`src/rtc_access_pkg.sv`:
```
// Shared constants, states and helpers for the serial memory access block.
package rtc_access_pkg;

    // ----------------------------------------------------------------
    // Addressing
    // ----------------------------------------------------------------
    localparam logic [6:0] TARGET_ADDR = 7'h6f;
    localparam logic [6:0] TK_FIRST    = 7'h00;
    localparam logic [6:0] TK_LAST     = 7'h1f;
    localparam logic [6:0] MEM_FIRST   = 7'h20;
    localparam logic [6:0] MEM_LAST    = 7'h5f;
    localparam logic [6:0] PTR_RESET   = 7'h00;
    localparam int         MEM_DEPTH   = 64;
    localparam int         MEM_AW      = 6;

    // ----------------------------------------------------------------
    // Bit counting and line reset values
    // ----------------------------------------------------------------
    localparam logic [3:0] BYTE_BITS   = 4'h8;
    localparam logic [3:0] LAST_TX_BIT = 4'h7;
    localparam logic [1:0] LINE_IDLE   = 2'h3;

    // ----------------------------------------------------------------
    // Protocol states
    // ----------------------------------------------------------------
    typedef enum logic [6:0] {
        ST_IDLE  = 7'h01,
        ST_CTRL  = 7'h02,
        ST_ADDR  = 7'h04,
        ST_WDATA = 7'h08,
        ST_ACK   = 7'h10,
        ST_RDATA = 7'h20,
        ST_RACK  = 7'h40
    } access_state_t;

    // Pointer advance stays inside the block it started in.
    function automatic logic [6:0] ptr_inc(input logic [6:0] p);
        return (p == TK_LAST) ? TK_FIRST : (p == MEM_LAST) ? MEM_FIRST : 7'(p + 7'h01);
    endfunction : ptr_inc

endpackage : rtc_access_pkg

```
`src/rtc_access_if.sv`:
```
// Interfaces between the access controller, line sampler and storage.
interface line_if;
    logic scl;
    logic sda;
    logic scl_rise;
    logic scl_fall;
    logic start;
    logic stop;
    modport sampler (output scl, sda, scl_rise, scl_fall, start, stop);
    modport user    (input  scl, sda, scl_rise, scl_fall, start, stop);
endinterface : line_if

interface mem_if;
    logic       we;
    logic [5:0] waddr;
    logic [7:0] wdata;
    logic [5:0] raddr;
    logic [7:0] rdata;
    modport ctrl  (output we, waddr, wdata, raddr, input rdata);
    modport store (input  we, waddr, wdata, raddr, output rdata);
endinterface : mem_if

```
`src/line_sampler.sv`:
```
// Three-stage sampler for the serial clock and data wires with event detection.
module line_sampler
    import rtc_access_pkg::*;
(
    input  wire logic core_clk,
    input  wire logic reset,
    input  wire logic scl_in,
    input  wire logic sda_in,
    line_if.sampler   ln
);
    logic [1:0] pin;
    logic [1:0] s1_reg;
    logic [1:0] s2_reg;
    logic [1:0] s3_reg;
    logic [1:0] lvl_reg;
    logic [1:0] lvl_next;
    logic [1:0] prev_reg;

    assign pin = {sda_in, scl_in};

    // ----------------------------------------------------------------
    // Per-wire synchroniser; a level is taken only when two stages agree.
    // ----------------------------------------------------------------
    for (genvar g = 0; g < 2; g++) begin : g_wire
        always_comb begin
            lvl_next[g] = (s2_reg[g] == s3_reg[g]) ? s2_reg[g] : lvl_reg[g];
        end
        always_ff @(posedge core_clk) begin
            if (reset) begin
                s1_reg[g]   <= LINE_IDLE[g];
                s2_reg[g]   <= LINE_IDLE[g];
                s3_reg[g]   <= LINE_IDLE[g];
                lvl_reg[g]  <= LINE_IDLE[g];
                prev_reg[g] <= LINE_IDLE[g];
            end else begin
                s1_reg[g]   <= pin[g];
                s2_reg[g]   <= s1_reg[g];
                s3_reg[g]   <= s2_reg[g];
                lvl_reg[g]  <= lvl_next[g];
                prev_reg[g] <= lvl_reg[g];
            end
        end
    end

    // ----------------------------------------------------------------
    // Events
    // ----------------------------------------------------------------
    assign ln.scl      = lvl_reg[0];
    assign ln.sda      = lvl_reg[1];
    assign ln.scl_rise = lvl_reg[0] & ~prev_reg[0];
    assign ln.scl_fall = ~lvl_reg[0] & prev_reg[0];
    assign ln.start    = prev_reg[1] & ~lvl_reg[1] & lvl_reg[0] & prev_reg[0];
    assign ln.stop     = ~prev_reg[1] & lvl_reg[1] & lvl_reg[0] & prev_reg[0];

endmodule : line_sampler

```
`src/sram_store.sv`:
```
// General-purpose byte storage held in flip-flops.
module sram_store
    import rtc_access_pkg::*;
(
    input  wire logic core_clk,
    mem_if.store      mem
);
    logic [7:0] cell_reg [MEM_DEPTH];

    // ----------------------------------------------------------------
    // Storage
    // ----------------------------------------------------------------
    // No reset term: contents are undefined after power-up by design.
    always_ff @(posedge core_clk) begin
        if (mem.we) begin
            cell_reg[mem.waddr] <= mem.wdata;
        end
    end

    assign mem.rdata = cell_reg[mem.raddr];

endmodule : sram_store

```
`src/rtc_sram_i2c_access.sv`:
```
// Two-wire target giving byte access to timekeeping registers and user memory.
// Notes on behaviour
// Sixty-four bytes of user memory, separate from timekeeping registers.
// One control byte selects both blocks; bit zero is read/write direction.
// Timekeeping registers at 0x00..0x1F, user memory at 0x20..0x5F.
// Memory accesses never stall while timekeeping registers update.
// Memory contents are not cleared or preset by reset.
// Byte write: control, address into pointer, one data byte, stop.
// Address above 0x5F: no acknowledge for address or data, nothing stored.
// After a byte write the pointer holds the next address.
// Sequential write: each byte acknowledged, stored during acknowledge, pointer advanced.
// No limit on bytes in one sequential write.
// Pointer wraps 0x1F to 0x00 and 0x5F to 0x20.
// Pointer equals last accessed address plus one.
// Current read: acknowledge control, send byte, stop on master not-acknowledge.
// Random read: address write, repeated start, then read control byte.
// After a random read pointer points past the byte read.
// Master acknowledge requests next byte; not-acknowledge and stop end it.
// Pointer advances after every byte so a block reads out serially.
// Foreign control byte ignored without acknowledge; pointer unchanged.
module rtc_sram_i2c_access
    import rtc_access_pkg::*;
(
    input  wire logic       core_clk,
    input  wire logic       reset,
    input  wire logic       scl_in,
    input  wire logic       sda_in,
    output logic            sda_out,
    output logic            sda_oe,
    output logic            tk_wr,
    output logic [4:0]      tk_wr_addr,
    output logic [7:0]      tk_wdata,
    output logic [4:0]      tk_rd_addr,
    input  wire logic [7:0] tk_rdata
);
    import rtc_access_pkg::*;

    line_if ln ();
    mem_if  mem ();

    access_state_t state_reg;
    access_state_t state_next;
    access_state_t after_reg;
    access_state_t after_next;
    logic [3:0]    cnt_reg;
    logic [3:0]    cnt_next;
    logic [7:0]    shift_reg;
    logic [7:0]    shift_next;
    logic [6:0]    ptr_reg;
    logic [6:0]    ptr_next;
    logic          oe_reg;
    logic          oe_next;
    logic          refused_reg;
    logic          refused_next;
    logic          more_reg;
    logic          more_next;
    logic          wr_stb_reg;
    logic          wr_stb_next;
    logic [6:0]    waddr_reg;
    logic [6:0]    waddr_next;
    logic [7:0]    wdata_reg;
    logic [7:0]    wdata_next;
    logic          tx_load;
    logic          byte_end;
    logic          rx_phase;
    logic [7:0]    rd_byte;
    logic [6:0]    rd_off;
    logic [6:0]    wr_off;

    // ----------------------------------------------------------------
    // Submodules
    // ----------------------------------------------------------------
    line_sampler u_sampler (
        .core_clk (core_clk),
        .reset    (reset),
        .scl_in   (scl_in),
        .sda_in   (sda_in),
        .ln       (ln.sampler)
    );

    sram_store u_store (
        .core_clk (core_clk),
        .mem      (mem.store)
    );

    // ----------------------------------------------------------------
    // Storage routing
    // ----------------------------------------------------------------
    assign rd_off     = 7'(ptr_reg - MEM_FIRST);
    assign wr_off     = 7'(waddr_reg - MEM_FIRST);
    assign mem.raddr  = rd_off[5:0];
    assign mem.waddr  = wr_off[5:0];
    assign mem.wdata  = wdata_reg;
    assign mem.we     = wr_stb_reg && (waddr_reg >= MEM_FIRST);
    assign tk_wr      = wr_stb_reg && (waddr_reg < MEM_FIRST);
    assign tk_wr_addr = waddr_reg[4:0];
    assign tk_wdata   = wdata_reg;
    assign tk_rd_addr = ptr_reg[4:0];
    // Memory reads take no notice of timekeeping activity, so they never wait.
    assign rd_byte    = (ptr_reg < MEM_FIRST) ? tk_rdata : mem.rdata;

    // Open-drain data: only ever pulled low.
    assign sda_out    = 1'b0;
    assign sda_oe     = oe_reg;

    assign rx_phase   = (state_reg == ST_CTRL) || (state_reg == ST_ADDR)
                        || (state_reg == ST_WDATA);
    assign byte_end   = rx_phase && ln.scl_fall && (cnt_reg == BYTE_BITS);

    // ----------------------------------------------------------------
    // Protocol sequencing
    // ----------------------------------------------------------------
    always_comb begin
        state_next   = state_reg;
        after_next   = after_reg;
        cnt_next     = cnt_reg;
        shift_next   = shift_reg;
        ptr_next     = ptr_reg;
        oe_next      = oe_reg;
        refused_next = refused_reg;
        more_next    = more_reg;
        wr_stb_next  = 1'b0;
        waddr_next   = waddr_reg;
        wdata_next   = wdata_reg;
        tx_load      = 1'b0;
        if (ln.stop) begin
            state_next = ST_IDLE;
            oe_next    = 1'b0;
        end else if (ln.start) begin
            // A repeated start restarts decoding but keeps the pointer.
            state_next   = ST_CTRL;
            cnt_next     = 4'h0;
            oe_next      = 1'b0;
            refused_next = 1'b0;
        end else begin
            if (rx_phase && ln.scl_rise && (cnt_reg != BYTE_BITS)) begin
                shift_next = {shift_reg[6:0], ln.sda};
                cnt_next   = 4'(cnt_reg + 4'h1);
            end
            case (state_reg)
                ST_CTRL: begin
                    if (byte_end) begin
                        cnt_next = 4'h0;
                        if (shift_reg[7:1] == TARGET_ADDR) begin
                            oe_next    = 1'b1;
                            state_next = ST_ACK;
                            after_next = shift_reg[0] ? ST_RDATA : ST_ADDR;
                        end else begin
                            state_next = ST_IDLE;
                        end
                    end
                end
                ST_ADDR: begin
                    if (byte_end) begin
                        cnt_next   = 4'h0;
                        state_next = ST_ACK;
                        after_next = ST_WDATA;
                        if (shift_reg <= {1'b0, MEM_LAST}) begin
                            ptr_next = shift_reg[6:0];
                            oe_next  = 1'b1;
                        end else begin
                            refused_next = 1'b1;
                        end
                    end
                end
                ST_WDATA: begin
                    // Every byte is handled alike, so there is no length cutoff.
                    if (byte_end) begin
                        cnt_next   = 4'h0;
                        state_next = ST_ACK;
                        after_next = ST_WDATA;
                        if (!refused_reg) begin
                            wr_stb_next = 1'b1;
                            waddr_next  = ptr_reg;
                            wdata_next  = shift_reg;
                            ptr_next    = ptr_inc(ptr_reg);
                            oe_next     = 1'b1;
                        end
                    end
                end
                ST_ACK: begin
                    if (ln.scl_fall) begin
                        oe_next = 1'b0;
                        if (after_reg == ST_RDATA) begin
                            tx_load = 1'b1;
                        end else begin
                            state_next = after_reg;
                        end
                    end
                end
                ST_RDATA: begin
                    if (ln.scl_fall) begin
                        if (cnt_reg == LAST_TX_BIT) begin
                            oe_next    = 1'b0;
                            cnt_next   = 4'h0;
                            state_next = ST_RACK;
                        end else begin
                            shift_next = {shift_reg[6:0], 1'b0};
                            oe_next    = ~shift_reg[6];
                            cnt_next   = 4'(cnt_reg + 4'h1);
                        end
                    end
                end
                ST_RACK: begin
                    if (ln.scl_rise) begin
                        more_next = ~ln.sda;
                    end
                    if (ln.scl_fall) begin
                        if (more_reg) begin
                            tx_load = 1'b1;
                        end else begin
                            state_next = ST_IDLE;
                        end
                    end
                end
                ST_IDLE: begin
                    state_next = ST_IDLE;
                end
                default: begin
                    state_next = ST_IDLE;
                    oe_next    = 1'b0;
                end
            endcase
            if (tx_load) begin
                shift_next = rd_byte;
                ptr_next   = ptr_inc(ptr_reg);
                oe_next    = ~rd_byte[7];
                cnt_next   = 4'h0;
                state_next = ST_RDATA;
            end
        end
    end

    always_ff @(posedge core_clk) begin
        if (reset) begin
            state_reg   <= ST_IDLE;
            after_reg   <= ST_IDLE;
            cnt_reg     <= 4'h0;
            shift_reg   <= 8'h00;
            ptr_reg     <= PTR_RESET;
            oe_reg      <= 1'b0;
            refused_reg <= 1'b0;
            more_reg    <= 1'b0;
            wr_stb_reg  <= 1'b0;
            waddr_reg   <= PTR_RESET;
            wdata_reg   <= 8'h00;
        end else begin
            state_reg   <= state_next;
            after_reg   <= after_next;
            cnt_reg     <= cnt_next;
            shift_reg   <= shift_next;
            ptr_reg     <= ptr_next;
            oe_reg      <= oe_next;
            refused_reg <= refused_next;
            more_reg    <= more_next;
            wr_stb_reg  <= wr_stb_next;
            waddr_reg   <= waddr_next;
            wdata_reg   <= wdata_next;
        end
    end
endmodule : rtc_sram_i2c_access

```
`config.mk`:
```
export PLATFORM = sky130hd
export DESIGN_NAME = rtc_sram_i2c_access
export DESIGN_NICKNAME = d
export VERILOG_FILES = /design/src/rtc_access_pkg.sv /design/src/rtc_access_if.sv /design/src/line_sampler.sv /design/src/sram_store.sv /design/src/rtc_sram_i2c_access.sv
export SDC_FILE = /design/constraint.sdc
export NUM_CORES = 1
export LEC_CHECK = 0
export BUFFER_PORTS_ARGS = -buffer_cell sky130_fd_sc_hd__buf_2
export CAP_MARGIN = 10
export CORE_MARGIN = 2
export CORE_UTILIZATION = 50
export CTS_CLUSTER_SIZE = 10
export DETAILED_ROUTE_END_ITERATION = 6
export GPL_TIMING_DRIVEN = 0
export HOLD_SLACK_MARGIN = 0.12
export PLACE_DENSITY = 0.74
export REMOVE_ABC_BUFFERS = 1
export SKIP_CTS_REPAIR_TIMING = 1
export SYNTH_ARGS = -nofsm -noshare
export SYNTH_HDL_FRONTEND = slang
export SYNTH_SLANG_ARGS = --single-unit
```
`constraint.sdc`:
```
create_clock -name core_clk -period 6.8 [get_ports core_clk]
set_input_delay 0.68 -clock core_clk [delete_from_list [all_inputs] [get_ports core_clk]]
set_output_delay 0.68 -clock core_clk [all_outputs]
set_load 0.02 [all_outputs]
```
==> summary.txt <==
Run status
  • Status: complete, no violations

Power
  • Max IR drop VDD: ~170 uV
  • Leakage Power: around 0.008 uW
  • Switching share of total power: 19.3%
  • NetSw: 1350 uW
  • Power Internal: roughly 5600 uW
  • Clock share of power: between 40% and 50%
  • Combinational power share: less than 1%
  • PwrDens: about 270 mW/mm2
  • Sequential Power Share: between 50% and 60%

Setup path
  • Most frequent CP cell: buf_16
  • Crit. Startpoint: ptr_reg[0]
  • Critical path's slowest cell: dfxtp_4
  • CP Launch Type: register
  • Worst Path Max Fanout: 44
  • CP Capture Type: register
  • CP max stage delay: approximately 0.80 ns
  • CP Data Required Time: approximately 7.3 ns
  • CP cell instances: buf_16 -> buf_16 -> buf_16 -> mux4_2 -> mux4_2 -> o22ai_1 -> o41ai_1
  • Worst EP arrival: 4.03 ns
  • Setup Crit Path Kind: reg2reg
  • RR Startpoint: ptr_reg[0]

Clock tree
  • Root buf cell: clkbuf_16
  • H-tree levels: 3
  • Clock Sinks: 571
  • Clock latency on the worst-skew pair: 0.59 ns
  • Worst-path clk slew: about 0.060 ns
  • CTS Buf Count: 68
  • CTS Buffer Depth: 3
  • TritonCTS clock tree: done

Synth
  • Async S/R FF share, synth: 0%
  • Register area share after synthesis: a little under three quarters
  • EDFF count, synth: ~500
  • Cell Area, Synth: roughly 0.023 mm2
  • Synth Instances: ~1300
  • Synth top area share: between 60% and 70%
  • Avg Cell Area, Syn: between 15 and 20 um2
  • Largest area contributor in the netlist: edfxtp_1
  • Area contributors post-synth: edfxtp_1, mux4_2, dfxtp_1
  • Library cells used by synthesis: between 70 and 80
  • Ys Warns: 0
  • Post-synthesis register bit count: between 500 and 600
  • Prevailing post-synth register cell: edfxtp_1

STA
  • RSZ-0062 raised after global routing: no
  • Worst setup margin: about 3.2 ns
  • Final setup violation count: 0
  • Slew at the pin closest to its max-slew limit: between 1 and 1.5 ns
  • Max_slew headroom: ~28%
  • Slew Limit Fails: 0
  • Final Hold Viols: 0
  • Min Clock Period, post-route: between 3 and 4 ns
  • Clock Skew: approximately 0.028 ns
  • Fmax: 281 MHz
  • Fin crit share: approximately 52%

Floorplan
  • Placeable Area: approximately 0.045 mm2
  • Initial core utilization: between 50 and 60%
  • Die area: around 0.048 mm2
  • Die Ht: approximately 220 um
  • Die W: ~220 um
  • IO Count: 33
  • Number of cell rows: a little under 80

GRT
  • Initial antenna violation count: 0
  • Vias in the first global route: ~12000
  • Total grt overflow: 0
  • Tot GR Track Use: between 20% and 30%
  • First-pass GRT wire length: between 70000 and 80000 um
  • Largest net degree at the start of global routing: 59

Layout
  • Layout cell share with drive strength beyond 1: 21.4%
  • Multi-input gate area: 0.00602 mm2
  • # fillers: 3343
  • Register area: 0.0166 mm2
  • Max FFs per register: about 500
  • Diodes inserted: 0
  • NumNets Final: between 1000 and 1500
  • Area growth, synth to finish: 12.0%
  • Final instance area: 0.0258 mm2

Hold path
  • HP Start: scl_in
  • Hold WC Path Type: in2reg

Route
  • Vias per cell: between 6 and 7
  • Initial DRC count: 1800
  • Wire per inst: around 26 um
  • DRT Pass-1 Iters: 6
  • Detailed-route wire length: slightly above 50000 um
  • Vias: ~12000
  • DRC viols: 0
  • Antenna-violating nets left: 0

Placed design
  • Placer Congestion: 0.867
  • IO buf count: 31
  • DP Area: between 0.02 and 0.025 mm2
  • Post-DP HPWL: 31100 um
  • Pre-CTS setup slack: approximately 3.2 ns

Run
  • Max-cap violations: 0
==> critical path: cells and delay by family, from the launching register on <==
family | cells | cell delay (ns)
muxes | 2 | 1.13
buffers and inverters | 3 | 0.94
DFF | 1 | 0.80
AOI/OAI and AO/OA | 2 | 0.47
==> worst paths after layout <==
path / end / cells past startpoint / slack (ns)
setup / recovery: shift_reg[5] / 7 / 3.24
hold / removal: u_sampler.s1_reg[0] / 2 / 0.27
setup reg to reg: shift_reg[5] / 7 / 3.24
hold reg to reg: u_sampler.s2_reg[1] / 1 / 0.42
==> cell usage in the layout (no fill, tap or decap), types with 6 or more instances in the layout <==
master     count
inv_1         10
or2_2          9
nand2_1       63
mux2_2         6
dfxtp_2       10
buf_2         32
edfxtp_1     512
dfxtp_1       47
mux2i_1       50
nor2_1       120
nand3b_1       7
and2_1         6
and3_1         6
buf_12        11
clkbuf_16     68
nor2b_1       10
nor3_1        11
o21ai_0       21
o221ai_1      11
a21oi_1       26
nor3b_1        6
nand4_1       11
mux4_2       128
o22ai_1       17
clkbuf_1      35
nand3_1       21
a211oi_1      11
==> routing by layer <==
metal / GRT usage (%) / wire length (um)
met2: 34.0 / 24400
met3: 4.68 / 4450
met1: 30.8 / 21000
met4: 7.91 / 1400
met5: 0 / 0
==> cell families (layout without fill, tap and decap cells) <==
group	Yosys count	in the layout	synth area share [%]
flip-flops	571	571	71.7
AND/OR/NAND/NOR	301	301	6.27
multiplexers	184	184	14.9
AO/OA/AOI/OAI	145	145	4.48
buffers and inverters	99	171	2.23
XOR/XNOR	4	4	0.184
adder cells (fa/ha/maj)	3	3	0.163
other	1	1	0.0162
==> area by class of cell <==
type,count,share of cell area [%]
tap,600,2.90
clock inverter,7,0.320
sequential,571,64.1
multi-input combinational,638,23.3
inverter,11,0.160
clock buffer,104,7.15
timing repair buffer,49,2.03
==> power groups by stage <==
| stage | clock network [uW] | registers, uW | logic, uW |
|---|---|---|---|
| floorplan | 0 | 3840 | 5.79 |
| global placement | 0 | 3840 | 16.4 |
| detailed placement | 0 | 3840 | 16.7 |
| CTS | 3250 | 3770 | 16.8 |
| global route | 3380 | 3770 | 18.0 |
| finish | 3210 | 3770 | 17.0 |
==> Yosys cell counts, types with 3 or more instances <==
library cell	instances
edfxtp_1	512
dfxtp_1	59
nor3_1	11
ha_1	3
nor3b_1	6
nand3_1	21
nor2b_1	10
nand2b_1	5
o22ai_1	17
o41ai_1	6
inv_1	11
clkbuf_1	39
nor2_1	120
or3b_2	3
nand4_1	11
or3_1	5
and3b_1	3
a21bo_2	3
and2_1	6
o21bai_1	3
o221ai_1	11
mux2i_1	50
mux4_2	128
nand2_1	63
nor4_1	4
buf_4	22
a22oi_1	4
or2_2	9
a21o_1	3
o21ai_0	21
a211oi_1	11
buf_2	19
a31oi_1	5
mux2_2	6
buf_1	3
a32oi_1	5
and3_1	6
a21oi_1	26
nand3b_1	7
==> through the flow <==
stage	total power, uW	setup TNS, ns	std cells	util, %	hold WS [ns]
6_report	6990	0	1980	56.8	0.273
5_1_grt	7170	0	1980	56.8	0.272
4_1_cts	7040	0	1979	56.8	0.257
3_5_place_dp	3860	0	1868	52.6	0.396
3_3_place_gp	3860	-49.55	1851	51.7	0.398
2_1_floorplan	3850	-6.55	1220	-	0.389
Power figures use the tool's default switching activity.
